==> config.mk <==
export PLATFORM = sky130hd
export DESIGN_NAME = tcc_channel
export DESIGN_NICKNAME = d
export VERILOG_FILES = /design/src/tcc_pkg.sv /design/src/tcc_channel.sv
export SDC_FILE = /design/constraint.sdc
export NUM_CORES = 1
export LEC_CHECK = 0
export CAP_MARGIN = 10
export CORE_ASPECT_RATIO = 0.75
export CORE_MARGIN = 10
export CORE_UTILIZATION = 40
export CTS_CLUSTER_DIAMETER = 40
export DETAILED_ROUTE_END_ITERATION = 7
export DONT_BUFFER_PORTS = 1
export GPL_TIMING_DRIVEN = 0
export PLACE_DENSITY = 0.56
export REMOVE_ABC_BUFFERS = 1
export SYNTH_ARGS = -nofsm -noshare
export SYNTH_HDL_FRONTEND = slang
export SYNTH_SLANG_ARGS = --single-unit
export TNS_END_PERCENT = 1
==> constraint.sdc <==
create_clock -name sys_clk_i -period 9.3 [get_ports sys_clk_i]
set_clock_uncertainty 0.2 [all_clocks]
set_input_delay 0 -clock sys_clk_i [delete_from_list [all_inputs] [get_ports sys_clk_i]]
set_output_delay 0 -clock sys_clk_i [all_outputs]
set_load 0.005 [all_outputs]
==> src/tcc_pkg.sv <==
package tcc_pkg;

  // bus geometry
  localparam int          ADDR_W        = 6;
  localparam int          DATA_W        = 32;
  localparam int          NUM_CH        = 2;

  // register offsets (byte addresses, one word each)
  localparam logic [5:0]  OFF_MODE1     = 6'h00;
  localparam logic [5:0]  OFF_MODE2     = 6'h04;
  localparam logic [5:0]  OFF_CHEN      = 6'h08;
  localparam logic [5:0]  OFF_IER       = 6'h0C;
  localparam logic [5:0]  OFF_SR1       = 6'h10;
  localparam logic [5:0]  OFF_SR2       = 6'h14;
  localparam logic [5:0]  OFF_EGR       = 6'h18;
  localparam logic [5:0]  OFF_SMCR      = 6'h1C;
  localparam logic [5:0]  OFF_VAL1H     = 6'h20;
  localparam logic [5:0]  OFF_VAL1L     = 6'h24;
  localparam logic [5:0]  OFF_VAL2H     = 6'h28;
  localparam logic [5:0]  OFF_VAL2L     = 6'h2C;

  // field positions
  localparam int          MODE_SEL_LSB  = 0;
  localparam int          MODE_PSC_LSB  = 2;
  localparam int          MODE_FLT_LSB  = 4;
  localparam int          MODE_OCM_LSB  = 4;
  localparam int          CHEN_EN_LSB   = 0;
  localparam int          CHEN_POL_LSB  = 1;
  localparam int          CHEN_STRIDE   = 4;
  localparam int          FLAG_LSB      = 1;
  localparam int          SMCR_SMS_LSB  = 0;
  localparam int          SMCR_TS_LSB   = 4;

  // encodings
  localparam logic [1:0]  SEL_OUTPUT    = 2'h0;
  localparam logic [1:0]  SEL_OWN_PIN   = 2'h1;
  localparam logic [1:0]  SEL_OTHER_PIN = 2'h2;
  localparam logic [2:0]  OCM_FORCE_LO  = 3'h4;
  localparam logic [2:0]  OCM_FORCE_HI  = 3'h5;
  localparam logic [2:0]  TS_PIN1_EDGE  = 3'h5;
  localparam logic [2:0]  SMS_RESET     = 3'h4;

  // filter sample counts per filter code
  localparam logic [3:0]  FLT_CODE_1    = 4'h0;
  localparam logic [3:0]  FLT_CODE_2    = 4'h1;
  localparam logic [3:0]  FLT_CODE_4    = 4'h2;
  localparam logic [3:0]  FLT_LEN_1     = 4'h1;
  localparam logic [3:0]  FLT_LEN_2     = 4'h2;
  localparam logic [3:0]  FLT_LEN_4     = 4'h4;
  localparam logic [3:0]  FLT_LEN_8     = 4'h8;

  // reset values
  localparam logic [7:0]  RST_BYTE      = 8'h00;
  localparam logic [15:0] RST_VALUE     = 16'h0000;

endpackage : tcc_pkg

==> src/tcc_channel.sv <==
`timescale 1ns/1ps
`default_nettype none

// Summary of operation
// - select 00 is output mode with free value access; other codes are input mode
// - software reaches preload except a lone input-mode low-byte read; compare mode copies preload into shadow
// - capture loads shadow then preload; preload frozen during a 16-bit read
// - after a finished read, a lone input-mode low-byte read returns current counter low byte
// - high byte written first; shadow update blocked until low byte written
// - pin sampled, filtered, polarity edge detected, used as trigger or prescaled capture
// - each valid capture edge latches counter and sets capture flag
// - interrupt raised for a channel flag only when its enable bit set
// - capture while capture flag still set also sets overcapture flag
// - capture flag cleared by writing 0 or low-byte read; overcapture by writing 0
// - select 01 links own pin, input mode, value register read-only
// - filter code 0011 accepts a level after eight equal clock samples
// - polarity 0 captures rising edge, 1 captures falling edge
// - prescale code 00 captures on every valid transition
// - pin capture only while channel enable bit set; software generate needs input mode only
// - software generate bit acts as a hardware capture event
// - second channel select 10 takes first pin's filtered signal
// - trigger select 101 uses pin one edge; slave mode 100 resets counter
// - active-high reference waveform, polarity applied at output end
// - compare mode 101 forces reference high, 100 forces it low
// - comparison keeps setting compare flag while output is forced
module tcc_channel (
  // clock and reset
  input  wire logic                         sys_clk_i,
  input  wire logic                         rstn_i,
  // avalon-mm slave
  input  wire logic [tcc_pkg::ADDR_W-1:0]   avs_address_i,
  input  wire logic                         avs_read_i,
  input  wire logic                         avs_write_i,
  input  wire logic [tcc_pkg::DATA_W-1:0]   avs_writedata_i,
  output logic      [tcc_pkg::DATA_W-1:0]   avs_readdata_o,
  output logic                              avs_waitrequest_o,
  // counter side
  input  wire logic [15:0]                  counter_i,
  output logic                              trigger_o,
  output logic                              counter_reset_o,
  output logic                              irq_o,
  // channel pins
  input  wire logic [tcc_pkg::NUM_CH-1:0]   channel_pin_i,
  output logic      [tcc_pkg::NUM_CH-1:0]   compare_output_pin_o,
  output logic      [tcc_pkg::NUM_CH-1:0]   compare_output_pin_oe_o,
  output logic      [tcc_pkg::NUM_CH-1:0]   reference_waveform_o
);
  import tcc_pkg::*;

  //////////////////////////////////////////////////////////////////////////////
  // helpers

  function automatic logic [3:0] tcc_filter_len(input logic [3:0] code);
    logic [3:0] len;
    len = FLT_LEN_8;
    if (code == FLT_CODE_1) begin
      len = FLT_LEN_1;
    end else if (code == FLT_CODE_2) begin
      len = FLT_LEN_2;
    end else if (code == FLT_CODE_4) begin
      len = FLT_LEN_4;
    end
    return len;
  endfunction : tcc_filter_len

  function automatic logic [2:0] tcc_psc_top(input logic [1:0] code);
    return 3'((4'h1 << code) - 4'h1);
  endfunction : tcc_psc_top

  function automatic logic tcc_is_input(input logic [7:0] mode);
    return mode[MODE_SEL_LSB +: 2] != SEL_OUTPUT;
  endfunction : tcc_is_input

  //////////////////////////////////////////////////////////////////////////////
  // reset release

  logic       rst_meta;
  logic       rst_n;

  always_ff @(posedge sys_clk_i or negedge rstn_i) begin
    if (!rstn_i) begin
      rst_meta <= 1'b0;
      rst_n    <= 1'b0;
    end else begin
      rst_meta <= 1'b1;
      rst_n    <= rst_meta;
    end
  end

  //////////////////////////////////////////////////////////////////////////////
  // bus handshake

  logic                 req;
  logic                 take;
  logic                 wr_take;
  logic                 rd_take;

  assign req     = avs_read_i | avs_write_i;
  assign take    = req & ~avs_waitrequest_o;
  assign wr_take = take & avs_write_i;
  assign rd_take = take & avs_read_i;

  always_ff @(posedge sys_clk_i or negedge rst_n) begin
    if (!rst_n) begin
      avs_waitrequest_o <= 1'b1;
    end else begin
      avs_waitrequest_o <= ~(req & avs_waitrequest_o);
    end
  end

  //////////////////////////////////////////////////////////////////////////////
  // configuration registers

  logic [7:0]           mode [NUM_CH];
  logic [7:0]           chen;
  logic [7:0]           ier;
  logic [7:0]           smcr;
  logic [NUM_CH-1:0]    in_mode;
  logic [NUM_CH-1:0]    ch_en;
  logic [NUM_CH-1:0]    ch_pol;
  logic [NUM_CH-1:0]    ch_ie;
  logic [NUM_CH-1:0]    soft_gen;

  always_ff @(posedge sys_clk_i or negedge rst_n) begin
    if (!rst_n) begin
      mode[0] <= RST_BYTE;
      mode[1] <= RST_BYTE;
      chen    <= RST_BYTE;
      ier     <= RST_BYTE;
      smcr    <= RST_BYTE;
    end else if (wr_take) begin
      unique case (avs_address_i)
        OFF_MODE1: mode[0] <= avs_writedata_i[7:0];
        OFF_MODE2: mode[1] <= avs_writedata_i[7:0];
        OFF_CHEN:  chen    <= avs_writedata_i[7:0];
        OFF_IER:   ier     <= avs_writedata_i[7:0];
        OFF_SMCR:  smcr    <= avs_writedata_i[7:0];
        default: ;
      endcase
    end
  end

  always_comb begin
    for (int c = 0; c < NUM_CH; c++) begin
      in_mode[c]  = tcc_is_input(mode[c]);
      ch_en[c]    = chen[c*CHEN_STRIDE + CHEN_EN_LSB];
      ch_pol[c]   = chen[c*CHEN_STRIDE + CHEN_POL_LSB];
      ch_ie[c]    = ier[FLAG_LSB + c];
      soft_gen[c] = wr_take && (avs_address_i == OFF_EGR) &&
                    avs_writedata_i[FLAG_LSB + c];
    end
  end

  //////////////////////////////////////////////////////////////////////////////
  // input stage: sample, filter, edge

  logic [NUM_CH-1:0]    pin_smp;
  logic [NUM_CH-1:0]    filtered_input;
  logic [NUM_CH-1:0]    filt_prev;
  logic [3:0]           filt_cnt [NUM_CH];
  logic [NUM_CH-1:0]    filt_rise;
  logic [NUM_CH-1:0]    filt_fall;

  always_ff @(posedge sys_clk_i or negedge rst_n) begin
    if (!rst_n) begin
      pin_smp        <= '0;
      filtered_input <= '0;
      filt_prev      <= '0;
      filt_cnt[0]    <= 4'h0;
      filt_cnt[1]    <= 4'h0;
    end else begin
      pin_smp   <= channel_pin_i;
      filt_prev <= filtered_input;
      for (int p = 0; p < NUM_CH; p++) begin
        if (pin_smp[p] == filtered_input[p]) begin
          filt_cnt[p] <= 4'h0;
        end else if (filt_cnt[p] + 4'h1 >= tcc_filter_len(mode[p][MODE_FLT_LSB +: 4])) begin
          filtered_input[p] <= pin_smp[p];
          filt_cnt[p]       <= 4'h0;
        end else begin
          filt_cnt[p] <= filt_cnt[p] + 4'h1;
        end
      end
    end
  end

  assign filt_rise = filtered_input & ~filt_prev;
  assign filt_fall = ~filtered_input & filt_prev;

  //////////////////////////////////////////////////////////////////////////////
  // edge select, prescaler, capture command

  logic [NUM_CH-1:0]    edge_detected_input;
  logic [2:0]           psc_cnt [NUM_CH];
  logic [NUM_CH-1:0]    capture_input_signal;
  logic [NUM_CH-1:0]    cap_ev;
  logic                 pin1_edge;

  always_comb begin
    for (int c = 0; c < NUM_CH; c++) begin
      unique case (mode[c][MODE_SEL_LSB +: 2])
        SEL_OWN_PIN: edge_detected_input[c] =
          ch_pol[c] ? filt_fall[c] : filt_rise[c];
        SEL_OTHER_PIN: edge_detected_input[c] =
          ch_pol[c] ? filt_fall[1-c] : filt_rise[1-c];
        default: edge_detected_input[c] = 1'b0;
      endcase
      capture_input_signal[c] = edge_detected_input[c] & ch_en[c] & in_mode[c] &
                                (psc_cnt[c] == tcc_psc_top(mode[c][MODE_PSC_LSB +: 2]));
      cap_ev[c] = capture_input_signal[c] | (soft_gen[c] & in_mode[c]);
    end
  end

  always_ff @(posedge sys_clk_i or negedge rst_n) begin
    if (!rst_n) begin
      psc_cnt[0] <= 3'h0;
      psc_cnt[1] <= 3'h0;
    end else begin
      for (int c = 0; c < NUM_CH; c++) begin
        if (!ch_en[c] || !in_mode[c] || capture_input_signal[c]) begin
          psc_cnt[c] <= 3'h0;
        end else if (edge_detected_input[c]) begin
          psc_cnt[c] <= psc_cnt[c] + 3'h1;
        end
      end
    end
  end

  // trigger path toward the counter controller
  assign pin1_edge = ch_pol[0] ? filt_fall[0] : filt_rise[0];

  always_ff @(posedge sys_clk_i or negedge rst_n) begin
    if (!rst_n) begin
      trigger_o       <= 1'b0;
      counter_reset_o <= 1'b0;
    end else begin
      trigger_o       <= (smcr[SMCR_TS_LSB +: 3] == TS_PIN1_EDGE) & pin1_edge;
      counter_reset_o <= (smcr[SMCR_TS_LSB +: 3] == TS_PIN1_EDGE) & pin1_edge &
                         (smcr[SMCR_SMS_LSB +: 3] == SMS_RESET);
    end
  end

  //////////////////////////////////////////////////////////////////////////////
  // value registers: preload and shadow

  logic [15:0]          preload [NUM_CH];
  logic [15:0]          shadow [NUM_CH];
  logic [NUM_CH-1:0]    wr_block;
  logic [NUM_CH-1:0]    rd_frozen;
  logic [NUM_CH-1:0]    hi_wr;
  logic [NUM_CH-1:0]    lo_wr;
  logic [NUM_CH-1:0]    hi_rd;
  logic [NUM_CH-1:0]    lo_rd;
  logic [NUM_CH-1:0]    hi_req;

  always_comb begin
    hi_req[0] = avs_read_i && avs_address_i == OFF_VAL1H;
    hi_req[1] = avs_read_i && avs_address_i == OFF_VAL2H;
    hi_wr[0] = wr_take && avs_address_i == OFF_VAL1H;
    lo_wr[0] = wr_take && avs_address_i == OFF_VAL1L;
    hi_rd[0] = rd_take && avs_address_i == OFF_VAL1H;
    lo_rd[0] = rd_take && avs_address_i == OFF_VAL1L;
    hi_wr[1] = wr_take && avs_address_i == OFF_VAL2H;
    lo_wr[1] = wr_take && avs_address_i == OFF_VAL2L;
    hi_rd[1] = rd_take && avs_address_i == OFF_VAL2H;
    lo_rd[1] = rd_take && avs_address_i == OFF_VAL2L;
  end

  always_ff @(posedge sys_clk_i or negedge rst_n) begin
    if (!rst_n) begin
      preload[0] <= RST_VALUE;
      preload[1] <= RST_VALUE;
      shadow[0]  <= RST_VALUE;
      shadow[1]  <= RST_VALUE;
      wr_block   <= '0;
      rd_frozen  <= '0;
    end else begin
      for (int c = 0; c < NUM_CH; c++) begin
        if (in_mode[c]) begin
          wr_block[c] <= 1'b0;
          if (cap_ev[c]) begin
            shadow[c] <= counter_i;
          end
          if (hi_rd[c]) begin
            rd_frozen[c] <= 1'b1;
          end else if (lo_rd[c]) begin
            rd_frozen[c] <= 1'b0;
          end
          // pending high-byte read already holds the preload
          if (!rd_frozen[c] && !hi_req[c]) begin
            preload[c] <= shadow[c];
          end
        end else begin
          rd_frozen[c] <= 1'b0;
          if (hi_wr[c]) begin
            preload[c][15:8] <= avs_writedata_i[7:0];
            wr_block[c]      <= 1'b1;
          end else if (lo_wr[c]) begin
            preload[c][7:0] <= avs_writedata_i[7:0];
            wr_block[c]     <= 1'b0;
          end
          if (!wr_block[c] && !hi_wr[c]) begin
            shadow[c] <= preload[c];
          end
        end
      end
    end
  end

  //////////////////////////////////////////////////////////////////////////////
  // compare, flags, interrupt

  logic [NUM_CH-1:0]    match;
  logic [NUM_CH-1:0]    match_prev;
  logic [NUM_CH-1:0]    cmp_ev;
  logic [NUM_CH-1:0]    channel_event_flag;
  logic [NUM_CH-1:0]    overcapture_flag;
  logic [NUM_CH-1:0]    flag_set;
  logic [NUM_CH-1:0]    flag_clr;
  logic [NUM_CH-1:0]    ovr_clr;

  always_comb begin
    for (int c = 0; c < NUM_CH; c++) begin
      match[c]    = ~in_mode[c] & (counter_i == shadow[c]);
      cmp_ev[c]   = match[c] & ~match_prev[c];
      flag_set[c] = cap_ev[c] | cmp_ev[c] | (soft_gen[c] & ~in_mode[c]);
      flag_clr[c] = (wr_take && avs_address_i == OFF_SR1 &&
                     !avs_writedata_i[FLAG_LSB + c]) ||
                    (lo_rd[c] && in_mode[c]);
      ovr_clr[c]  = wr_take && avs_address_i == OFF_SR2 &&
                    !avs_writedata_i[FLAG_LSB + c];
    end
  end

  always_ff @(posedge sys_clk_i or negedge rst_n) begin
    if (!rst_n) begin
      match_prev         <= '0;
      channel_event_flag <= '0;
      overcapture_flag   <= '0;
      irq_o              <= 1'b0;
    end else begin
      match_prev <= match;
      for (int c = 0; c < NUM_CH; c++) begin
        if (flag_set[c]) begin
          channel_event_flag[c] <= 1'b1;
        end else if (flag_clr[c]) begin
          channel_event_flag[c] <= 1'b0;
        end
        if (cap_ev[c] && channel_event_flag[c]) begin
          overcapture_flag[c] <= 1'b1;
        end else if (ovr_clr[c]) begin
          overcapture_flag[c] <= 1'b0;
        end
      end
      irq_o <= |(channel_event_flag & ch_ie);
    end
  end

  //////////////////////////////////////////////////////////////////////////////
  // output stage

  logic [NUM_CH-1:0]    next_ref;

  always_comb begin
    for (int c = 0; c < NUM_CH; c++) begin
      next_ref[c] = reference_waveform_o[c];
      if (!in_mode[c]) begin
        if (mode[c][MODE_OCM_LSB +: 3] == OCM_FORCE_HI) begin
          next_ref[c] = 1'b1;
        end else if (mode[c][MODE_OCM_LSB +: 3] == OCM_FORCE_LO) begin
          next_ref[c] = 1'b0;
        end
      end
    end
  end

  always_ff @(posedge sys_clk_i or negedge rst_n) begin
    if (!rst_n) begin
      reference_waveform_o    <= '0;
      compare_output_pin_o    <= '0;
      compare_output_pin_oe_o <= '0;
    end else begin
      reference_waveform_o    <= next_ref;
      compare_output_pin_o    <= next_ref ^ ch_pol;
      compare_output_pin_oe_o <= ch_en & ~in_mode;
    end
  end

  //////////////////////////////////////////////////////////////////////////////
  // read data

  logic [7:0]           next_rd_byte;

  always_comb begin
    next_rd_byte = 8'h00;
    unique case (avs_address_i)
      OFF_MODE1: next_rd_byte = mode[0];
      OFF_MODE2: next_rd_byte = mode[1];
      OFF_CHEN:  next_rd_byte = chen;
      OFF_IER:   next_rd_byte = ier;
      OFF_SMCR:  next_rd_byte = smcr;
      OFF_SR1:   next_rd_byte = 8'({channel_event_flag, 1'b0});
      OFF_SR2:   next_rd_byte = 8'({overcapture_flag, 1'b0});
      OFF_VAL1H: next_rd_byte = preload[0][15:8];
      OFF_VAL2H: next_rd_byte = preload[1][15:8];
      OFF_VAL1L: next_rd_byte = (in_mode[0] && !rd_frozen[0]) ?
                                counter_i[7:0] : preload[0][7:0];
      OFF_VAL2L: next_rd_byte = (in_mode[1] && !rd_frozen[1]) ?
                                counter_i[7:0] : preload[1][7:0];
      default: next_rd_byte = 8'h00;
    endcase
  end

  always_ff @(posedge sys_clk_i or negedge rst_n) begin
    if (!rst_n) begin
      avs_readdata_o <= '0;
    end else if (avs_read_i && avs_waitrequest_o) begin
      avs_readdata_o <= {24'h000000, next_rd_byte};
    end
  end

endmodule : tcc_channel

`default_nettype wire

==> results.sh, run 1 <==
export IMPL_die_area_um2=27700
export IMPL_starting_drt_drc_count=517
export IMPL_commonest_non_fill_non_tap_cells_in_the_layout="sky130_fd_sc_hd__dfrtp_1, sky130_fd_sc_hd__mux2_2, sky130_fd_sc_hd__a21oi_1"
export IMPL_rsz0062_at_grt="false"
export IMPL_peakVddDrop_v=0.000107
export IMPL_place_congestion=0.844
export IMPL_path_cells="inv_1, ha_2, buf_12, nand2_1, or4_1, dlygate4sd3_1, o211ai_1, dlygate4sd3_1"
export IMPL_timing_worst_slew_pin_value_ns=0.976
export IMPL_detailedPlacementHpwl_mm=17.3
export IMPL_global_route_wire_length_before_repair_mm=39.1
export IMPL_synthToLayoutAreaGrowth_pct=16.0
export IMPL_overall_global_routing_usage_pct=18.1
export IMPL_failed_checks="negative hold slack"
export IMPL_nets=888
export IMPL_critPathKind="flip-flop to flip-flop"
export IMPL_yosys_mux_area_fraction_pct=19.8
export IMPL_max_slew_margin_pct=34.9
export IMPL_mapped_cell_area_um2=8570
export IMPL_detail_route_wl_per_cell_um=22.7
export IMPL_fillCellCount=1933
export IMPL_cts_hold_buffers=49
export IMPL_maximum_clock_rate_mhz=272
export IMPL_root_buffer="sky130_fd_sc_hd__clkbuf_16"
export IMPL_postLayoutCellArea_um2=9940
export IMPL_finalCoreUtilization_pct=47.1
export IMPL_total_drc_errors_in_the_routed_layout=0
export IMPL_clk_pin_slew_ns=0.06
export IMPL_cts_tree="built"
export IMPL_multi_input_logic_area_um2=4390
export IMPL_setup_viol=0
export IMPL_io_pin_count=102
export IMPL_postRouteAntennaNets=0
export IMPL_cp_required_ns=9.47
export IMPL_total_setup_buffers_inserted_after_cts=0
export IMPL_cts_repair_resized=0
export IMPL_cts_inserted_buffers=17
export IMPL_crit_arrival_ns=3.85
export IMPL_cpMostUsedCell="sky130_fd_sc_hd__dlygate4sd3_1"
export IMPL_insertion_delay_ns=0.43
export IMPL_wl_mm=25.2
export IMPL_synth_edff_count=0
export IMPL_finalWorstPathRequiredPeriod_ns=3.68
export IMPL_worst_path_max_delay_cell="sky130_fd_sc_hd__dlygate4sd3_1"
export IMPL_synth_ff_type="sky130_fd_sc_hd__dfrtp_1"
export IMPL_synthAdderAreaFrac_pct=2.63
export IMPL_synthXorXnorAreaFrac_pct=4.50
export IMPL_synthDistinctLibCells=74
export IMPL_port_buffer_count=0
export IMPL_p_leak_nw=4.38
export IMPL_final_max_slew_viol_count=0
export IMPL_critPathMaxStageDelay_ns=0.64
export IMPL_hold_class="input pin to flip-flop"
export IMPL_fraction_of_layout_cells_with_a_size_suffix_above_1_pct=20.1
export IMPL_status="complete, but fails checks"
export IMPL_placementRows=46
export IMPL_seq_area_frac_synth_pct=45.0
export IMPL_syn_instance_count=779
export IMPL_period_utilization_post_route_pct=39.6
export IMPL_via_per_inst=5.62
export IMPL_timing_hold_violations_final=1
export IMPL_grt_pass1_vias=6420
export IMPL_vias_post_dr=6251
export IMPL_ctsLongestPathBuffers=2
export IMPL_setup_worst_path_end_class="flip-flop"
export IMPL_chipHeight_um=147
export IMPL_layout_commonest_cell="sky130_fd_sc_hd__dfrtp_1"
export IMPL_cts_sink_count=154
export IMPL_drt_pass_1_iters=6
export IMPL_synth_compound_gate_area_share_pct=12.3
export IMPL_critPathMaxFanout=22
export IMPL_fin_worst_hold_slack_ns=-0.0199
export IMPL_fp_coreArea_um2=21100
export IMPL_post_synth_and_or_nand_nor_area_fraction_pct=10.6
export IMPL_final_setup_tns_ns=0
export IMPL_synthesis_yosys_warnings=0
export IMPL_synthesis_area_per_instance_um2=11.0
export IMPL_critPathLaunchType="flip-flop"
export IMPL_combinational_family_with_the_most_area_after_synthesis="multiplexers"
export IMPL_seqCellArea_um2=3860
export IMPL_global_route_overflow_total=0
export IMPL_grt_antenna_before_repair=4
export IMPL_place_area_um2=8780
export IMPL_die_x_um=189
export IMPL_initial_core_util_pct=40.6
export IMPL_maxCapViolations=0
export IMPL_share_of_flip_flops_with_an_asynchronous_set_or_reset_pct=100
export IMPL_clock_tree_htree_level_count=4
export IMPL_largest_net_degree_at_the_start_of_global_routing=60
export IMPL_synth_ff_latch_count=154
export IMPL_power_per_cell_area_nw_per_um2=244
layer usage:
metal  GRT usage [%]  share of wire, %  vias up
li1                -                 -     2833
met1            25.7                46     3154
met2            26.0                44      239
met3            5.68               8.8       23
met4            4.87               1.1        2
met5               0             0.052        -
through the flow:
| stage | setup WS, ns | instances | power, mW | hold slack, ns |
|---|---|---|---|---|
| after CTS | 5.67 | 1110 | 2.42 | 0.000461 |
| after floorplan | 4.49 | 736 | 1.43 | -0.496 |
| after global routing | 5.49 | 1111 | 2.55 | 0.0215 |
| final | 5.62 | 1113 | 2.42 | -0.0199 |
| after global placement | 2.71 | 1024 | 1.56 | -0.496 |
| after detailed placement | 6.32 | 1030 | 1.60 | -0.496 |
state kept, by name, indices dropped and copies added, names as in the netlist, 2 cells and up:
signal                   cells
match_prev                   2
filt_cnt                     8
rd_frozen                    2
filt_prev                    2
avs_readdata_o               8
wr_block                     2
overcapture_flag             2
filtered_input               2
preload                     32
mode                        16
chen                         8
psc_cnt                      6
ier                          8
channel_event_flag           2
reference_waveform_o         2
compare_output_pin_o         2
shadow                      32
compare_output_pin_oe_o      2
smcr                         8
pin_smp                      2
worst paths after layout:
check / start / end / slack, ns / depth (start not counted)
worst max-delay path: mode[1] / channel_event_flag[1] / 5.62 / 8
worst min-delay path: counter_i[7] / avs_readdata_o[7] / -0.02 / 4
worst max register to register: mode[1] / channel_event_flag[1] / 5.62 / 8
worst min register to register: rst_meta / rst_n / 0.15 / 0
max in group asynchronous: rst_n / avs_waitrequest_o / 7.61 / 2
min in group asynchronous: rstn_i / rst_n / 0.13 / 2
power breakdown:
group          leakage (nW)  switching (mW)  internal, mW  total, mW
registers              1.95           0.171         0.841       1.01
logic                  2.11           0.288         0.332      0.620
clock network         0.326           0.279         0.510      0.789
worst max-delay path: cells and delay by family, from the launching register on:
family / cells / cell delay (ns)
and+or+nand+nor: 2 / 0.58
buffers and inverters: 4 / 1.60
DFF: 1 / 0.42
AOI/OAI and AO/OA: 1 / 0.17
adders and majority gates: 1 / 0.62
cells by family after synthesis:
| logic type | after synthesis |
|---|---|
| simple gates | 169 |
| mux | 152 |
| xor+xnor | 44 |
| flops | 154 |
| compound gates | 160 |
| fa+ha+maj | 18 |
| buf+inv | 80 |
| other cells | 2 |
synthesized netlist by cell type (9+ instances only):
master / n / share of area (%)
sky130_fd_sc_hd__nand3_1: 9 / 0.53
sky130_fd_sc_hd__xor2_1: 25 / 2.6
sky130_fd_sc_hd__o21ai_0: 45 / 2.6
sky130_fd_sc_hd__clkbuf_1: 13 / 0.57
sky130_fd_sc_hd__a22oi_1: 11 / 0.96
sky130_fd_sc_hd__xnor2_1: 19 / 1.9
sky130_fd_sc_hd__ha_1: 18 / 2.6
sky130_fd_sc_hd__dfrtp_1: 153 / 45
sky130_fd_sc_hd__a21oi_1: 52 / 3.0
sky130_fd_sc_hd__buf_1: 13 / 0.57
sky130_fd_sc_hd__nor2_1: 31 / 1.4
sky130_fd_sc_hd__and2_1: 11 / 0.80
sky130_fd_sc_hd__inv_1: 14 / 0.61
sky130_fd_sc_hd__mux2_2: 96 / 13
sky130_fd_sc_hd__buf_2: 13 / 0.76
sky130_fd_sc_hd__nand2_1: 51 / 2.2
sky130_fd_sc_hd__buf_4: 25 / 2.2
sky130_fd_sc_hd__mux2i_1: 44 / 5.1
sky130_fd_sc_hd__mux2_4: 10 / 1.8
final cells by class:
cell class / instances / share of cell area (%)
repair buffers: 55 / 6.12
inverters: 14 / 0.529
flip-flops and latches: 154 / 38.8
clock inverters: 7 / 1.61
clock buffers: 24 / 5.05
diodes: 3 / 0.0755
well taps: 288 / 3.63
multi-input cells: 568 / 44.2
No activity file was read; power rests on OpenSTA's default activity.
==> run 2, diff against run 1 <==
==> constraint.sdc (replaced) <==
create_clock -name sys_clk_i -period 3.6 [get_ports sys_clk_i]
set_clock_uncertainty 0.2 [all_clocks]
set_input_delay 0 -clock sys_clk_i [delete_from_list [all_inputs] [get_ports sys_clk_i]]
set_output_delay 0 -clock sys_clk_i [all_outputs]
set_load 0.005 [all_outputs]
==> run 2 against run 1 <==
Effect of this change: sequential power grew to 2.6 times the previous value; routed wire length fell by 0.50%; clock power rose to 2.6 times the previous value; highest routed layer unchanged; hold slack barely moved; the flow still finishes with violations (negative hold slack); largest cell class unchanged; final cell count barely moved; sequential cell count stayed put; via count decreased by 0.27%; worst setup slack worse by 5.2 ns; first-iteration DRC count grew 13%.
==> results.sh, run 2 (synthesized netlist as in run 1, its figures left out) <==
export IMPL_status="complete, but fails checks"
export IMPL_failed_checks="negative hold slack"
export IMPL_detailedPlacementHpwl_mm=17.3
export IMPL_maxCapViolations=0
export IMPL_total_setup_buffers_inserted_after_cts=0
export IMPL_hold_class="input pin to flip-flop"
export IMPL_cts_repair_resized=0
export IMPL_cts_inserted_buffers=17
export IMPL_layout_commonest_cell="sky130_fd_sc_hd__dfrtp_1"
export IMPL_biggestRegsByFlops="preload x32, shadow x32, mode x16"
export IMPL_initial_core_util_pct=40.6
export IMPL_synthToLayoutAreaGrowth_pct=15.8
export IMPL_rsz0062_at_grt="false"
export IMPL_total_power_mw=6.25
export IMPL_placementRows=46
export IMPL_chipHeight_um=147
export IMPL_setup_viol=0
export IMPL_postRouteAntennaNets=0
export IMPL_starting_drt_drc_count=585
export IMPL_detail_route_wl_per_cell_um=22.6
export IMPL_fin_worst_hold_slack_ns=-0.0194
export IMPL_ctsLongestPathBuffers=2
export IMPL_place_congestion=0.844
export IMPL_grt_antenna_before_repair=4
export IMPL_setup_worst_path_end_class="flip-flop"
export IMPL_fraction_of_layout_cells_with_a_size_suffix_above_1_pct=20.1
export IMPL_grt_pass1_vias=6414
export IMPL_crit_arrival_ns=3.24
export IMPL_largest_net_degree_at_the_start_of_global_routing=60
export IMPL_nets=887
export IMPL_root_buffer="sky130_fd_sc_hd__clkbuf_16"
export IMPL_fp_coreArea_um2=21100
export IMPL_p_leak_nw=4.38
export IMPL_final_setup_tns_ns=0
export IMPL_cp_required_ns=3.71
export IMPL_io_pin_count=102
export IMPL_timing_worst_slew_pin_value_ns=0.968
export IMPL_finalWorstPathRequiredPeriod_ns=3.13
export IMPL_commonest_non_fill_non_tap_cells_in_the_layout="sky130_fd_sc_hd__dfrtp_1, sky130_fd_sc_hd__mux2_2, sky130_fd_sc_hd__a21oi_1"
export IMPL_timing_hold_violations_final=1
export IMPL_final_max_slew_viol_count=0
export IMPL_met2_use_gr_pct=26.0
export IMPL_top_usage_layer="met2"
export IMPL_wl_mm=25.1
export IMPL_peakVddDrop_v=0.000279
export IMPL_placed_cell_count=1030
export IMPL_cts_hold_buffers=48
export IMPL_max_slew_margin_pct=35.5
export IMPL_clk_pin_slew_ns=0.06
export IMPL_overall_global_routing_usage_pct=18.1
export IMPL_timing_reg2reg_setup_slack_ns=0.48
export IMPL_maximum_clock_rate_mhz=319
export IMPL_vias_post_dr=6234
export IMPL_total_drc_errors_in_the_routed_layout=0
export IMPL_critPathMaxFanout=16
export IMPL_port_buffer_count=0
export IMPL_die_x_um=189
export IMPL_drt_pass_1_iters=8
export IMPL_critPathLaunchType="input pin"
export IMPL_period_utilization_post_route_pct=87.0
export IMPL_critPathKind="input pin to flip-flop"
export IMPL_final_instance_count_excl_fill=1112
export IMPL_power_per_cell_area_nw_per_um2=630
export IMPL_insertion_delay_ns=0.43
export IMPL_global_route_wire_length_before_repair_mm=39.1
export IMPL_grtUsageMet1_pct=25.7
export IMPL_cts_tree="built"
export IMPL_grt_use_met3_pct=5.68
export IMPL_global_route_overflow_total=0
export IMPL_cts_sink_count=154
export IMPL_die_area_um2=27700
export IMPL_clock_tree_htree_level_count=4
export IMPL_via_per_inst=5.61
run 2: cell count changes in the layout (fill, tap and decap cells not counted), sizes merged:
cell | previous run | this run
dlygate4sd3 | 49 | 48
run 2: metrics by stage:
step | util (%) | area [um^2] | worst slack [ns] | hold WS [ns]
6_report | 47.0 | 9930 | 0.467 | -0.0194
5_1_grt | 47.0 | 9920 | 0.347 | 0.0215
4_1_cts | 47.0 | 9920 | 0.500 | 0.000461
3_5_place_dp | 41.6 | 8780 | 0.619 | -0.496
3_3_place_gp | 40.9 | 8640 | -2.99 | -0.496
2_1_floorplan | - | 8280 | -1.21 | -0.496
run 2: path summary, 6_finish.rpt:
kind	startpoint	endpoint	depth (start not counted)
max	avs_address_i[1]	shadow[18]	8
min	counter_i[7]	avs_readdata_o[7]	4
max reg2reg	shadow[1]	channel_event_flag[1]	6
min reg2reg	rst_meta	rst_n	0
max in group asynchronous	rst_n	avs_waitrequest_o	2
min in group asynchronous	rstn_i	rst_n	2
run 2: critical path, cell delays in order:
cell                            delay, ns
sky130_fd_sc_hd__dlygate4sd3_1       0.62
sky130_fd_sc_hd__nor4b_4             0.40
sky130_fd_sc_hd__dlygate4sd3_1       0.75
sky130_fd_sc_hd__buf_8               0.20
sky130_fd_sc_hd__a31o_2              0.17
sky130_fd_sc_hd__mux2i_1             0.10
sky130_fd_sc_hd__a21oi_4             0.56
sky130_fd_sc_hd__mux2_2              0.42
run 2: final cells by class:
cell class / instances / area (um^2)
clock inverter: 7 / 160
tap: 288 / 360
multi-input combinational: 568 / 4390
timing repair buffer: 54 / 598
fill: 1934 / 11200
sequential: 154 / 3860
inverter: 14 / 52.6
antenna: 3 / 7.51
clock buffer: 24 / 502
run 2: routing by layer:
metal,share of wire [%],vias up,wire (um)
met5,0.052,-,13
met4,1.3,2,325
met3,9.0,31,2250
met2,43,220,10900
met1,46,3143,11600
li1,-,2838,-
run 2: where the power goes:
group	internal, mW	switching, mW
Clock	1.32	0.720
Sequential	2.17	0.444
Combinational	0.855	0.743
Total	4.35	1.91
==> run 3, diff against run 2 <==
--- a/config.mk
+++ b/config.mk
@@ -14,6 +14,7 @@
 export DONT_BUFFER_PORTS = 1
 export GPL_TIMING_DRIVEN = 0
 export PLACE_DENSITY = 0.56
+export RECOVER_POWER = 50
 export REMOVE_ABC_BUFFERS = 1
 export SYNTH_ARGS = -nofsm -noshare
 export SYNTH_HDL_FRONTEND = slang
==> run 3 against run 2 <==
Effect of this change: the flow finishes with violations (negative hold slack, max-capacitance violations, max-slew violations); cell area is essentially flat; clock power hardly changed; clock-buffer cell count is the same; critical path depth stayed put; register-to-register slack barely moved; largest power group unchanged; highest routed layer unchanged.
==> results.sh, run 3 (synthesized netlist as in run 1, its figures left out) <==
export IMPL_ctsLongestPathBuffers=2
export IMPL_starting_drt_drc_count=539
export IMPL_global_route_wire_length_before_repair_mm=39.1
export IMPL_synthToLayoutAreaGrowth_pct=15.8
export IMPL_finalWorstPathRequiredPeriod_ns=3.15
export IMPL_cts_tree="built"
export IMPL_fillCellCount=1935
export IMPL_port_buffer_count=0
export IMPL_max_slew_margin_pct=-69.7
export IMPL_insertion_delay_ns=0.43
export IMPL_final_max_slew_viol_count=59
export IMPL_status="complete, but fails checks"
export IMPL_peakVddDrop_v=0.000279
export IMPL_cts_repair_resized=0
export IMPL_worst_setup_sp="avs_address_i[1]"
export IMPL_critPathKind="input pin to flip-flop"
export IMPL_crit_arrival_ns=3.26
export IMPL_timing_reg2reg_setup_slack_ns=0.48
export IMPL_biggestRegsByFlops="preload x32, shadow x32, mode x16"
export IMPL_cp_num_buf_inv=3
export IMPL_period_utilization_post_route_pct=87.4
export IMPL_place_area_um2=8780
export IMPL_grt_pass1_vias=6414
export IMPL_hold_path_startpoint="counter_i[7]"
export IMPL_placed_cell_count=1030
export IMPL_overall_global_routing_usage_pct=18.1
export IMPL_postRouteAntennaNets=0
export IMPL_worst_path_max_delay_cell="sky130_fd_sc_hd__dlygate4sd3_1"
export IMPL_cts_sink_count=154
export IMPL_clk_pin_slew_ns=0.06
export IMPL_io_pin_count=102
export IMPL_global_route_overflow_total=0
export IMPL_grt_antenna_before_repair=4
export IMPL_chipHeight_um=147
export IMPL_via_per_inst=5.61
export IMPL_wl_met1_mm=11.8
export IMPL_final_instance_count_excl_fill=1112
export IMPL_postLayoutCellArea_um2=9920
export IMPL_timing_rr_start="mode[1]"
export IMPL_timing_worst_slew_pin_value_ns=2.55
export IMPL_whs_path_depth=4
export IMPL_clock_tree_htree_level_count=4
export IMPL_power_per_cell_area_nw_per_um2=629
export IMPL_finalCoreUtilization_pct=47.0
export IMPL_crit_family="buffers and inverters"
export IMPL_critPathMaxFanout=16
export IMPL_fin_worst_hold_slack_ns=-0.0164
export IMPL_setup_worst_path_end_class="flip-flop"
export IMPL_critPathMaxStageDelay_ns=0.76
export IMPL_total_drc_errors_in_the_routed_layout=0
export IMPL_fraction_of_layout_cells_with_a_size_suffix_above_1_pct=19.6
export IMPL_root_buffer="sky130_fd_sc_hd__clkbuf_16"
export IMPL_fp_coreArea_um2=21100
export IMPL_setup_viol=0
export IMPL_final_critical_path_setup_slack_ns=0.452
export IMPL_dr_wl_met3_mm=2.10
export IMPL_place_congestion=0.844
export IMPL_failed_checks="negative hold slack, max-capacitance violations, max-slew violations"
export IMPL_cpMostUsedCell="sky130_fd_sc_hd__dlygate4sd3_1"
export IMPL_layout_commonest_cell="sky130_fd_sc_hd__dfrtp_1"
export IMPL_hold_class="input pin to flip-flop"
export IMPL_p_leak_nw=4.38
export IMPL_die_area_um2=27700
export IMPL_cts_inserted_buffers=17
export IMPL_wl_met2_mm=11.0
export IMPL_drt_pass_1_iters=6
export IMPL_wl_mm=25.2
export IMPL_die_x_um=189
export IMPL_largest_net_degree_at_the_start_of_global_routing=60
export IMPL_timing_hold_violations_final=1
export IMPL_cp_required_ns=3.71
export IMPL_vias_post_dr=6238
export IMPL_r2r_end="channel_event_flag[1]"
export IMPL_path_cells="dlygate4sd3_1, nor4b_4, dlygate4sd3_1, buf_8, a31o_2, mux2i_1, a21oi_4, mux2_2"
export IMPL_maxCapViolations=1
export IMPL_detail_route_wl_per_cell_um=22.6
export IMPL_critPathLaunchType="input pin"
export IMPL_detailedPlacementHpwl_mm=17.3
export IMPL_pre_cts_ws_ns=0.619
export IMPL_depth_of_the_worst_register_to_register_path=7
export IMPL_rsz0062_at_grt="false"
export IMPL_commonest_non_fill_non_tap_cells_in_the_layout="sky130_fd_sc_hd__dfrtp_1, sky130_fd_sc_hd__mux2_2, sky130_fd_sc_hd__a21oi_1"
export IMPL_timing_hold_worst_endpoint="avs_readdata_o[7]"
export IMPL_initial_core_util_pct=40.6
export IMPL_maximum_clock_rate_mhz=318
export IMPL_highest_signal_layer="met5"
export IMPL_placementRows=46
export IMPL_nets=887
-- run 3: cell counts in the layout (fill, tap and decap cells not counted) --
Identical to the previous run, type by type.
-- run 3: layout make-up --
cell class / instances / area, um^2 / share of cell area, %
antenna: 3 / 7.51 / 0.0757
inverter: 14 / 52.6 / 0.530
timing repair buffer: 54 / 598 / 6.03
clock inverter: 7 / 160 / 1.61
multi-input combinational: 568 / 4390 / 44.2
clock buffer: 24 / 502 / 5.06
sequential: 154 / 3850 / 38.9
tap: 288 / 360 / 3.63
-- run 3: worst max-delay path by stage --
| stage | to | slack [ns] | cells past startpoint |
|---|---|---|---|
| final | shadow[18] | 0.45 | 8 |
| after global routing | ier[0] | 0.33 | 0 |
| after CTS | channel_event_flag[1] | 0.50 | 7 |
| after detailed placement | shadow[5] | 0.62 | 5 |
| after global placement | preload[9] | -2.99 | 0 |
| after floorplan | avs_readdata_o[0] | -1.21 | 0 |
-- run 3: repair_timing --
item                      CTS  global route
hold endpoints to repair  127             0
hold buffers               48             0
setup buffers               0             0
-- run 3: worst register-to-register path, cell delays in order (launching register included) --
cell	delay, ns
sky130_fd_sc_hd__dfrtp_1	0.43
sky130_fd_sc_hd__inv_1	0.11
sky130_fd_sc_hd__ha_2	0.61
sky130_fd_sc_hd__buf_12	0.28
sky130_fd_sc_hd__nand2_1	0.14
sky130_fd_sc_hd__or4_1	0.45
sky130_fd_sc_hd__dlygate4sd3_1	0.64
sky130_fd_sc_hd__o211ai_1	0.18
-- run 3: through the flow --
stage	setup TNS, ns	power [mW]	hold slack [ns]
floorplan	-182.25	3.69	-0.496
global placement	-484.37	4.04	-0.496
detailed placement	0	4.14	-0.496
CTS	0	6.26	0.000461
global route	0	6.58	0.0215
finish	0	6.25	-0.0164
-- run 3: metal layers --
layer / vias up / track usage [%]
met4: 2 / 4.87
met1: 3140 / 25.7
met3: 23 / 5.68
met2: 235 / 26.0
met5: - / 0
li1: 2838 / -
-- run 3: power by group --
group / internal [mW] / switching (mW) / total [mW]
Sequential: 2.17 / 0.442 / 2.61
Clock: 1.32 / 0.721 / 2.04
Combinational: 0.854 / 0.739 / 1.59
Total: 4.34 / 1.90 / 6.25
